**src/hw/sofm_pkg.sv**
```systemverilog
// Package: register map, fields and timing constants of the output feedback monitor
package sofm_pkg;
  localparam int unsigned CLK_HZ = 10_000_000;
  localparam int unsigned FB_WINDOW_MS = 500;
  localparam int unsigned FB_WINDOW_CYC = FB_WINDOW_MS * (CLK_HZ / 1000);
  localparam int unsigned FILT_LEN = 4;
  localparam logic [11:0] CTRL_OFS = 12'h000;
  localparam logic [11:0] STAT_OFS = 12'h004;
  localparam logic [11:0] IRQ_STAT_OFS = 12'h008;
  localparam logic [11:0] IRQ_MASK_OFS = 12'h00C;
  localparam logic [11:0] ACK_OFS = 12'h010;
  localparam int unsigned CTRL_FB_EN = 0;
  localparam int unsigned CTRL_REF_EN = 1;
  localparam int unsigned CTRL_SHOCK_EXP = 2;
  localparam int unsigned CTRL_ENGINEER = 3;
  localparam int unsigned CTRL_RESTART_LOCK = 4;
  localparam logic [31:0] CTRL_RST = 32'h0000_0011;
  localparam logic [31:0] MASK_RST = 32'h0000_0000;
  localparam logic [31:0] ACK_KEY = 32'h0000_A5C3;
  localparam int unsigned EV_FB_FAULT = 0;
  localparam int unsigned EV_REF_FAULT = 1;
  localparam int unsigned EV_SHOCK = 2;
  localparam int unsigned EV_OUT_ON = 3;
  localparam int unsigned EV_OUT_OFF = 4;
  localparam int unsigned EV_W = 5;
  localparam logic [7:0] MSG_NONE = 8'h00;
  localparam logic [7:0] MSG_FB_OPEN = 8'h01;
  localparam logic [7:0] MSG_FB_CLOSE = 8'h02;
  localparam logic [7:0] MSG_FB_PRE = 8'h03;
  localparam logic [7:0] MSG_SHOCK = 8'h10;
  typedef enum logic [2:0] {SOFM_OFF, SOFM_ON, SOFM_CHK_OPEN, SOFM_CHK_CLOSE, SOFM_INTERLOCK} sofm_state_e;
endpackage

```
**src/hw/sofm_sync_filter.sv**
```systemverilog
// Two-flop synchroniser followed by a stable-count glitch filter
`timescale 1ns/10ps
module sofm_sync_filter #(
  parameter int unsigned LEN = 4
) (
  input wire logic clk_i,
  input wire logic resetn_i,
  input wire logic async_i,
  input wire logic rst_val_i,
  output logic filt_o
);
  import sofm_pkg::*;
  logic s1;
  logic s2;
  logic [$clog2(LEN+1)-1:0] cnt;
  wire differs = (s2 != filt_o);
  wire done = (cnt == ($clog2(LEN+1))'(LEN - 1));
  always_ff @(posedge clk_i or negedge resetn_i) begin
    if (!resetn_i) begin
      s1 <= 1'b0;
      s2 <= 1'b0;
      cnt <= '0;
      filt_o <= 1'b0;
    end else begin
      s1 <= async_i;
      s2 <= s1;
      cnt <= (differs && !done) ? cnt + 1'b1 : '0;
      if (differs && done) begin
        filt_o <= s2;
      end
    end
  end
endmodule

```
**src/hw/sofm_window_timer.sv**
```systemverilog
// Down-counter that times one feedback window
`timescale 1ns/10ps
module sofm_window_timer #(
  parameter int unsigned CYC = 5_000_000
) (
  input wire logic clk_i,
  input wire logic resetn_i,
  input wire logic start_i,
  input wire logic stop_i,
  output logic expired_o
);
  import sofm_pkg::*;
  logic [$clog2(CYC+1)-1:0] cnt;
  logic run;
  always_ff @(posedge clk_i or negedge resetn_i) begin
    if (!resetn_i) begin
      cnt <= '0;
      run <= 1'b0;
      expired_o <= 1'b0;
    end else begin
      expired_o <= 1'b0;
      if (start_i) begin
        cnt <= ($clog2(CYC+1))'(CYC - 1);
        run <= 1'b1;
      end else if (stop_i) begin
        run <= 1'b0;
      end else if (run) begin
        if (cnt == '0) begin
          run <= 1'b0;
          expired_o <= 1'b1;
        end else begin
          cnt <= cnt - 1'b1;
        end
      end
    end
  end
endmodule

```
**src/hw/sofm_top.sv**
```systemverilog
// Safety output feedback monitor: contour check, contactor feedback, shock ack, APB regs
// Contract
// - Check reference contour besides field interruption
// - Contour deviation forces all outputs off
// - Feedback checking only when enabled, dynamic
// - Feedback must be closed before switch-on
// - Feedback must open within 500 ms
// - Feedback must close within 500 ms
// - Feedback fault: outputs off, message, interlock
// - Shock ack via input when not expanded
// - Expanded: ack only via engineer session
`timescale 1ns/10ps
module sofm_top #(
  parameter int unsigned FB_WINDOW_CYCLES = sofm_pkg::FB_WINDOW_CYC,
  parameter int unsigned FILTER_LEN = sofm_pkg::FILT_LEN
) (
  input wire logic clk_i,
  input wire logic resetn_i,
  input wire logic psel_i,
  input wire logic penable_i,
  input wire logic pwrite_i,
  input wire logic [11:0] paddr_i,
  input wire logic [31:0] pwdata_i,
  output logic [31:0] prdata_o,
  output logic pready_o,
  output logic pslverr_o,
  input wire logic field_clear_i,
  input wire logic ref_area_present_i,
  input wire logic ref_contour_ok_i,
  input wire logic start_restart_lock_i,
  input wire logic contactor_feedback_input_i,
  input wire logic shock_error_i,
  input wire logic ack_input_i,
  output logic safety_switched_output_o,
  output logic fault_interlock_o,
  output logic [7:0] display_msg_o,
  output logic irq_o
);
  import sofm_pkg::*;

  // Outputs are released in both of these states
  function automatic logic drives_outputs(input sofm_state_e s);
    return (s == SOFM_ON) || (s == SOFM_CHK_OPEN);
  endfunction

  sofm_state_e state;
  sofm_state_e next_state;
  logic [31:0] ctrl;
  logic [31:0] irq_stat;
  logic [31:0] irq_mask;
  logic shock_latched;
  logic ref_fault;
  logic fb_closed;
  logic ack_s1;
  logic ack_s2;
  logic ack_prev;
  logic [7:0] next_msg;

  // Pin inputs from the field side pass two flops
  logic [3:0] pin_s1;
  logic [3:0] pin_s2;
  always_ff @(posedge clk_i or negedge resetn_i) begin
    if (!resetn_i) begin
      pin_s1 <= 4'h0;
      pin_s2 <= 4'h0;
    end else begin
      pin_s1 <= {field_clear_i, ref_area_present_i, ref_contour_ok_i, shock_error_i};
      pin_s2 <= pin_s1;
    end
  end
  wire field_clear = pin_s2[3];
  wire ref_present = pin_s2[2];
  wire ref_ok = pin_s2[1];
  wire shock_err = pin_s2[0];

  // Filter delays each feedback edge by a few cycles, far below the window
  sofm_sync_filter #(.LEN(FILTER_LEN)) u_fb_filter (
    .clk_i(clk_i),
    .resetn_i(resetn_i),
    .async_i(contactor_feedback_input_i),
    .rst_val_i(1'b0),
    .filt_o(fb_closed)
  );

  // Feedback expected closed while outputs off, open while on

  wire fb_en = ctrl[CTRL_FB_EN];
  wire ref_en = ctrl[CTRL_REF_EN];
  // Contour check only in fields that hold a reference area
  wire ref_dev = ref_en && ref_present && !ref_ok;
  wire out_active = drives_outputs(state);

  // Start permission comes from the upstream lock input when interlocking
  wire lock_mode = ctrl[CTRL_RESTART_LOCK];
  // Level from the upstream lock logic, which times the button press
  wire start_ok = lock_mode ? start_restart_lock_i : 1'b1;
  // Any latched fault keeps the outputs off until acknowledged
  wire ready_to_start = field_clear && !ref_dev && !shock_latched && !ref_fault;
  wire pre_check_ok = !fb_en || fb_closed;

  logic win_start;
  logic win_stop;
  logic win_expired;
  // Expiry is a one-cycle pulse; only the check states look at it
  sofm_window_timer #(.CYC(FB_WINDOW_CYCLES)) u_window (
    .clk_i(clk_i),
    .resetn_i(resetn_i),
    .start_i(win_start),
    .stop_i(win_stop),
    .expired_o(win_expired)
  );

  // APB decode
  wire apb_acc = psel_i && penable_i;
  wire wr = apb_acc && pwrite_i;
  wire rd = apb_acc && !pwrite_i;
  wire sel_ctrl = (paddr_i == CTRL_OFS);
  wire sel_stat = (paddr_i == STAT_OFS);
  wire sel_istat = (paddr_i == IRQ_STAT_OFS);
  wire sel_imask = (paddr_i == IRQ_MASK_OFS);
  wire sel_ack = (paddr_i == ACK_OFS);
  wire mapped = sel_ctrl || sel_stat || sel_istat || sel_imask || sel_ack;
  wire ack_cmd = wr && sel_ack && (pwdata_i == ACK_KEY);

  // Acknowledge edge from the pin
  wire ack_pin_rise = ack_s2 && !ack_prev;
  wire exp_shock = ctrl[CTRL_SHOCK_EXP];
  wire engineer = ctrl[CTRL_ENGINEER];
  // Expanded mode ignores the pin; only an engineer session write clears
  wire shock_ack = exp_shock ? (ack_cmd && engineer) : (ack_pin_rise && start_ok);
  wire il_ack = ack_cmd || (ack_pin_rise && !exp_shock);

  // A check ends early once the contact reaches its expected level
  assign win_stop = (state == SOFM_CHK_OPEN && !fb_closed) || (state == SOFM_CHK_CLOSE && fb_closed);

  // Each check starts the window timer on entry
  always_comb begin
    next_state = state;
    win_start = 1'b0;
    next_msg = display_msg_o;
    case (state)
      SOFM_OFF: begin
        if (ready_to_start && start_ok) begin
          if (!pre_check_ok) begin
            next_msg = MSG_FB_PRE;
          end else begin
            next_msg = MSG_NONE;
            next_state = fb_en ? SOFM_CHK_OPEN : SOFM_ON;
            win_start = fb_en;
          end
        end
      end
      SOFM_CHK_OPEN: begin
        if (!ready_to_start) begin
          next_state = fb_en ? SOFM_CHK_CLOSE : SOFM_OFF;
          win_start = fb_en;
        end else if (!fb_closed || !fb_en) begin
          // Contact opened or check disabled mid-window: release to ON rather than trip
          next_state = SOFM_ON;
        end else if (win_expired) begin
          next_state = SOFM_INTERLOCK;
          next_msg = MSG_FB_OPEN;
        end
      end
      SOFM_ON: begin
        if (!ready_to_start) begin
          next_state = fb_en ? SOFM_CHK_CLOSE : SOFM_OFF;
          win_start = fb_en;
        end
      end
      SOFM_CHK_CLOSE: begin
        if (fb_closed || !fb_en) begin
          next_state = SOFM_OFF;
        end else if (win_expired) begin
          next_state = SOFM_INTERLOCK;
          next_msg = MSG_FB_CLOSE;
        end
      end
      SOFM_INTERLOCK: begin
        // No timeout releases the interlock, only an acknowledge
        if (il_ack) begin
          next_state = SOFM_OFF;
          next_msg = MSG_NONE;
        end
      end
      default: begin
        // Unreachable codes fall back to off
        next_state = SOFM_OFF;
      end
    endcase
    if (shock_err && !shock_latched) begin
      next_msg = MSG_SHOCK;
    end
  end

  // One-cycle event strobes for the sticky status bits
  wire fb_fault_ev = (next_state == SOFM_INTERLOCK) && (state != SOFM_INTERLOCK);
  wire ref_fault_ev = ref_dev && !ref_fault;
  wire shock_ev = shock_err && !shock_latched;
  wire out_next = drives_outputs(next_state);
  wire on_ev = (state == SOFM_OFF) && out_next;
  wire off_ev = out_active && !out_next;
  wire [EV_W-1:0] events = {off_ev, on_ev, shock_ev, ref_fault_ev, fb_fault_ev};
  wire istat_clr = rd && sel_istat;
  wire [31:0] stat_word = {19'h0, 5'(state), 3'h0, fb_closed, shock_latched, ref_fault,
                           fault_interlock_o, safety_switched_output_o};
  // Read data is captured in the setup cycle so it stands through the access
  wire [31:0] rd_word = sel_ctrl ? ctrl :
                        sel_stat ? stat_word :
                        sel_istat ? irq_stat :
                        sel_imask ? irq_mask : 32'h0000_0000;


  always_ff @(posedge clk_i or negedge resetn_i) begin
    if (!resetn_i) begin
      state <= SOFM_OFF;
      display_msg_o <= MSG_NONE;
    end else begin
      state <= next_state;
      display_msg_o <= next_msg;
    end
  end

  // Ack pin: two flops, a third for the edge; idle low so no edge after reset
  always_ff @(posedge clk_i or negedge resetn_i) begin
    if (!resetn_i) begin
      ack_s1 <= 1'b0;
      ack_s2 <= 1'b0;
      ack_prev <= 1'b0;
    end else begin
      ack_s1 <= ack_input_i;
      ack_s2 <= ack_s1;
      ack_prev <= ack_s2;
    end
  end

  // Deviation holds outputs off until acknowledged; a new event beats the ack
  always_ff @(posedge clk_i or negedge resetn_i) begin
    if (!resetn_i) begin
      ref_fault <= 1'b0;
    end else if (ref_dev) begin
      ref_fault <= 1'b1;
    end else if (il_ack) begin
      ref_fault <= 1'b0;
    end
  end

  // Shock error stays latched while the pin is still high
  always_ff @(posedge clk_i or negedge resetn_i) begin
    if (!resetn_i) begin
      shock_latched <= 1'b0;
    end else if (shock_err) begin
      shock_latched <= 1'b1;
    end else if (shock_ack) begin
      shock_latched <= 1'b0;
    end
  end

  always_ff @(posedge clk_i or negedge resetn_i) begin
    if (!resetn_i) begin
      ctrl <= CTRL_RST;
      irq_mask <= MASK_RST;
      irq_stat <= 32'h0000_0000;
    end else begin
      if (wr && sel_ctrl) begin
        ctrl <= {27'h0, pwdata_i[4:0]};
      end
      if (wr && sel_imask) begin
        irq_mask <= {27'h0, pwdata_i[EV_W-1:0]};
      end
      // Only bits the reader saw are cleared; set wins over the clear
      // An event arriving between setup and access stays pending
      irq_stat <= (istat_clr ? (irq_stat & ~prdata_o) : irq_stat) | {27'h0, events};
    end
  end

  always_ff @(posedge clk_i or negedge resetn_i) begin
    if (!resetn_i) begin
      prdata_o <= 32'h0000_0000;
    end else if (psel_i && !penable_i && !pwrite_i) begin
      prdata_o <= rd_word;
    end
  end

  // Zero wait states: every access completes in its first access cycle
  assign pready_o = 1'b1;
  assign pslverr_o = apb_acc && !mapped;
  assign safety_switched_output_o = out_active && ready_to_start;
  assign fault_interlock_o = (state == SOFM_INTERLOCK);
  assign irq_o = |(irq_stat & irq_mask);

  // Field pair choice and reset-button timing stay outside this block
endmodule

```
**config.mk**
```make
export PLATFORM = sky130hd
export DESIGN_NAME = sofm_top
export DESIGN_NICKNAME = d
export VERILOG_FILES = /design/src/hw/sofm_pkg.sv /design/src/hw/sofm_sync_filter.sv /design/src/hw/sofm_window_timer.sv /design/src/hw/sofm_top.sv
export SDC_FILE = /design/constraint.sdc
export NUM_CORES = 1
export LEC_CHECK = 0
export ABC_CLOCK_PERIOD_IN_PS = 1800
export BUFFER_PORTS_ARGS = -buffer_cell sky130_fd_sc_hd__buf_2
export CORE_ASPECT_RATIO = 0.8
export CORE_MARGIN = 2
export CORE_UTILIZATION = 52
export CTS_BUF_LIST = sky130_fd_sc_hd__clkbuf_8
export CTS_CLUSTER_DIAMETER = 50
export CTS_CLUSTER_SIZE = 10
export DETAILED_ROUTE_END_ITERATION = 6
export PLACE_DENSITY = 0.78
export SLEW_MARGIN = 20
export SYNTH_ARGS = -nofsm -noshare
export SYNTH_HDL_FRONTEND = slang
export SYNTH_SLANG_ARGS = --single-unit
```
**constraint.sdc**
```tcl
create_clock -name clk_i -period 1.8 [get_ports clk_i]
set_input_delay 0.18 -clock clk_i [delete_from_list [all_inputs] [get_ports clk_i]]
set_output_delay 0.18 -clock clk_i [all_outputs]
set_load 0.02 [all_outputs]
```
==> reports/qor.csv <==
metric;value;unit
post-CTS clock slew at the launch and capture registers of the worst setup and hold paths;0.08;ns
largest net degree at the start of global routing;44;
total number of H-tree levels;4;
maxcap violations;0;
layer with the highest usage;met2;
final worst clock skew;0.009146;ns
Post-Syn Area;5574;sq um
fin worst setup slack;-0.1729;ns
die outline height;96.61;microns
overflow left after global routing;0;
post-placement cell area;6629;sq um
overall die width;119.8;microns
Tightest Hold Check Type;in -> reg;
most common flop cell mapped by yosys;sky130_fd_sc_hd__dfrtp_1;
Internal Pwr Total;4.669;mW
number of different library cells in the post-synthesis netlist;66;
vias in the first global route;4756;
Routability Congestion;0.9034;
Area Overhead vs Synth;34.12;%
drt pass-1 iters;5;
global-route wire length before repair;22.98;mm
detailed-route wire length;14.14;mm
fin crit share;109.6;%
wire length per cell;16.72;microns
buffers added on ports;94;
GRT met1 Usage;34.82;%
Post-synth EDFFs;0;
proportion of synthesized chip area in sequential cells;55.71;%
data required time of the critical path;2.15;ns
Layout Utilization;72.42;%
fin area;7476;sq um
post-synthesis average cell area;10.68;sq um
number of buffers added by the clock tree synthesis step;17;
worst setup path class;reg -> reg;
total half-perimeter wirelength after legalization and detailed placement;9.610;mm
worst skew pair latency;0.42;ns
Clock Sinks;124;
Setup crit start kind;register;
max frequency;0.5069;GHz
Clock Path Buffers;2;
Warnings, synthesis;0;
Clock Tree Root;sky130_fd_sc_hd__clkbuf_8;
total number of placement rows;33;
total net switching power;1.842;mW
clock tree from TritonCTS;done;
via count;4732;
Max FO, Critical Path;4;
Die Footprint;11570;sq um
share of post-route cells with drive strength above 1;38.81;%
violations in the final reports;setup timing;
worst endpoint data arrival time;2.32;ns
ANT nets after route;0;
part of the power in registers;47.6;%
GR Util All Layers;24.94;%
max-slew violation count;0;
net total in the final layout;752;
antenna diode instance count;0;
Core Region;10320;sq um
Clk network pwr share;36.1;%
largest voltage drop on the vdd net;0.0006732;V
average via count per standard cell;5.593;
proportion of total power due to net switching;28.29;%
count of final hold-check violations;0;
register bit count reported by yosys;124;
final setup fails;19;
count of unresolved DRC violations after routing;0;
boundary pin count;101;
outcome;complete, but fails checks;
clock period minus worst slack;1.973;ns
unrepaired setup endpoints after global routing;true;
number of antenna violations at the first check in global routing;0;
type of element capturing the critical path;register;
detailed router's first-iteration violation count;377;
pwr/cell area;870.8;nW/um^2
met3 Use GR;7.075;%
M2 GR Usage;38.86;%
Worst Tran Pin Value;0.6638;ns
initial core utilization;54.00;%
combinational power share;16.3;%
Leakage Power;3.561;nW
async set or reset register ratio after synthesis;100.0;%
headroom to the max-slew limit;55.28;%
cell count after synthesis;522;
==> worst max-delay path, stage by stage, from the launching register on <==
cell                      delay [ns]
sky130_fd_sc_hd__dfrtp_2        0.45
sky130_fd_sc_hd__nor4_4         0.35
sky130_fd_sc_hd__nand3_2        0.19
sky130_fd_sc_hd__or4_1          0.45
sky130_fd_sc_hd__or3_1          0.32
sky130_fd_sc_hd__a21oi_1        0.15
==> routing by layer <==
metal	vias up	share of wire, %
li1	2216	-
met1	2369	45
met2	135	50
met3	12	4.9
met4	0	0.82
met5	-	0
==> area by class of cell <==
class / count / area (sq um)
clock buffers: 17 / 234.0
clock inverters: 15 / 148.9
fillers: 715 / 2846
inverters: 14 / 52.55
multi-input cells: 361 / 2567
flip-flops and latches: 124 / 3112
well taps: 140 / 175.2
repair buffers: 175 / 1186
==> layout by cell type (no fill, tap or decap), types with 5 or more instances in the layout <==
cell                            synthesis  routed
sky130_fd_sc_hd__a21boi_0              28      28
sky130_fd_sc_hd__a21o_1                 5       5
sky130_fd_sc_hd__a21oi_1               11       7
sky130_fd_sc_hd__a22o_1                 5       5
sky130_fd_sc_hd__a22oi_1                8       8
sky130_fd_sc_hd__buf_2                  3      91
sky130_fd_sc_hd__buf_4                  7      62
sky130_fd_sc_hd__buf_6                  0      12
sky130_fd_sc_hd__clkbuf_8               0      17
sky130_fd_sc_hd__conb_1                 2       6
sky130_fd_sc_hd__dfrtp_1              122     117
sky130_fd_sc_hd__dfrtp_2                0       5
sky130_fd_sc_hd__dlygate4sd3_1          0       7
sky130_fd_sc_hd__inv_1                 14      14
sky130_fd_sc_hd__mux2_2                15      15
sky130_fd_sc_hd__nand2_1               79      78
sky130_fd_sc_hd__nand2b_1               8       7
sky130_fd_sc_hd__nand3_1               37      36
sky130_fd_sc_hd__nand4_1                5       5
sky130_fd_sc_hd__nor2_1                22      22
sky130_fd_sc_hd__nor2b_1                6       6
sky130_fd_sc_hd__nor4_1                 8       7
sky130_fd_sc_hd__o21ai_0               13      11
==> synth_stat cells, types with 4 or more instances <==
library cell               instances  area share (%)
sky130_fd_sc_hd__a211o_1           4            0.63
sky130_fd_sc_hd__a21boi_0         28             3.8
sky130_fd_sc_hd__a21o_1            5            0.67
sky130_fd_sc_hd__a21oi_1          11            0.99
sky130_fd_sc_hd__a22o_1            5            0.79
sky130_fd_sc_hd__a22oi_1           8             1.1
sky130_fd_sc_hd__a31o_2            4            0.63
sky130_fd_sc_hd__and3_1            4            0.45
sky130_fd_sc_hd__buf_4             7            0.94
sky130_fd_sc_hd__clkbuf_1         16             1.1
sky130_fd_sc_hd__dfrtp_1         122              55
sky130_fd_sc_hd__inv_1            14            0.94
sky130_fd_sc_hd__mux2_2           15             3.0
sky130_fd_sc_hd__nand2_1          79             5.3
sky130_fd_sc_hd__nand2b_1          8            0.90
sky130_fd_sc_hd__nand3_1          37             3.3
sky130_fd_sc_hd__nand4_1           5            0.56
sky130_fd_sc_hd__nor2_1           22             1.5
sky130_fd_sc_hd__nor2b_1           6            0.67
sky130_fd_sc_hd__nor3_1            9            0.81
sky130_fd_sc_hd__nor4_1            8            0.90
sky130_fd_sc_hd__o211ai_1          4            0.54
sky130_fd_sc_hd__o21ai_0          13             1.2
sky130_fd_sc_hd__o31ai_1           5            0.67
sky130_fd_sc_hd__or4_1             5            0.67
sky130_fd_sc_hd__xnor2_1           6            0.94
==> state kept, by name (all words and copies together) (netlist names), 4 cells and up <==
name and cells:
pin_s1 4, ctrl 5, pin_s2 4, prdata_o 32, irq_mask 5, u_window.cnt 23
irq_stat 32
==> cells by family after synthesis <==
| family | synth area share [%] |
|---|---|
| other cells | 0.1347 |
| flops | 55.71 |
| buf+inv | 3.367 |
| xor+xnor | 1.549 |
| compound gates | 14.37 |
| mux | 3.793 |
| fa+ha+maj | 0.6735 |
| simple gates | 20.40 |
==> stage by stage <==
stage	setup slack (ns)	hold slack (ns)	setup TNS [ns]	total power [mW]	instances
after CTS	-0.09399	0.005260	-0.7737	6.466	840
after global routing	-0.2730	-0.002651	-3.361	6.812	846
after global placement	-0.1074	0.1811	-0.3153	3.909	792
after floorplan	-0.08967	-0.1156	-0.4492	3.580	526
final	-0.1729	0.02870	-1.412	6.510	846
after detailed placement	-0.1373	0.1862	-1.324	3.965	792
==> repair_timing <==
action,in CTS,in global routing
pin swaps,16,16
hold buffers,7,0
cloned,2,0
setup endpoints to repair,22,29
hold endpoints to repair,41,0
gates resized for setup,30,30
buffers inserted,7,6
==> power groups by stage <==
stage               combinational (mW)  sequential [mW]  clock [mW]
floorplan                        0.496             3.08           0
global placement                 0.818             3.09           0
detailed placement               0.862             3.10           0
CTS                              0.993             3.07        2.40
global route                      1.15             3.11        2.55
finish                            1.06             3.10        2.35
==> final timing paths <==
check | start | to | slack, ns | cells after the start
worst min register to register | pin_s1[2] | pin_s2[2] | 0.35 | 0
worst max register to register | u_window.cnt[6] | u_window.cnt[15] | -0.17 | 5
worst max-delay path | u_window.cnt[6] | u_window.cnt[15] | -0.17 | 5
worst min-delay path | pwdata_i[1] | irq_mask[1] | 0.03 | 2
min in group asynchronous | resetn_i | irq_stat[6] | 0.27 | 2
max in group asynchronous | resetn_i | ctrl[0] | 0.91 | 3
Power figures use the tool's default switching activity.
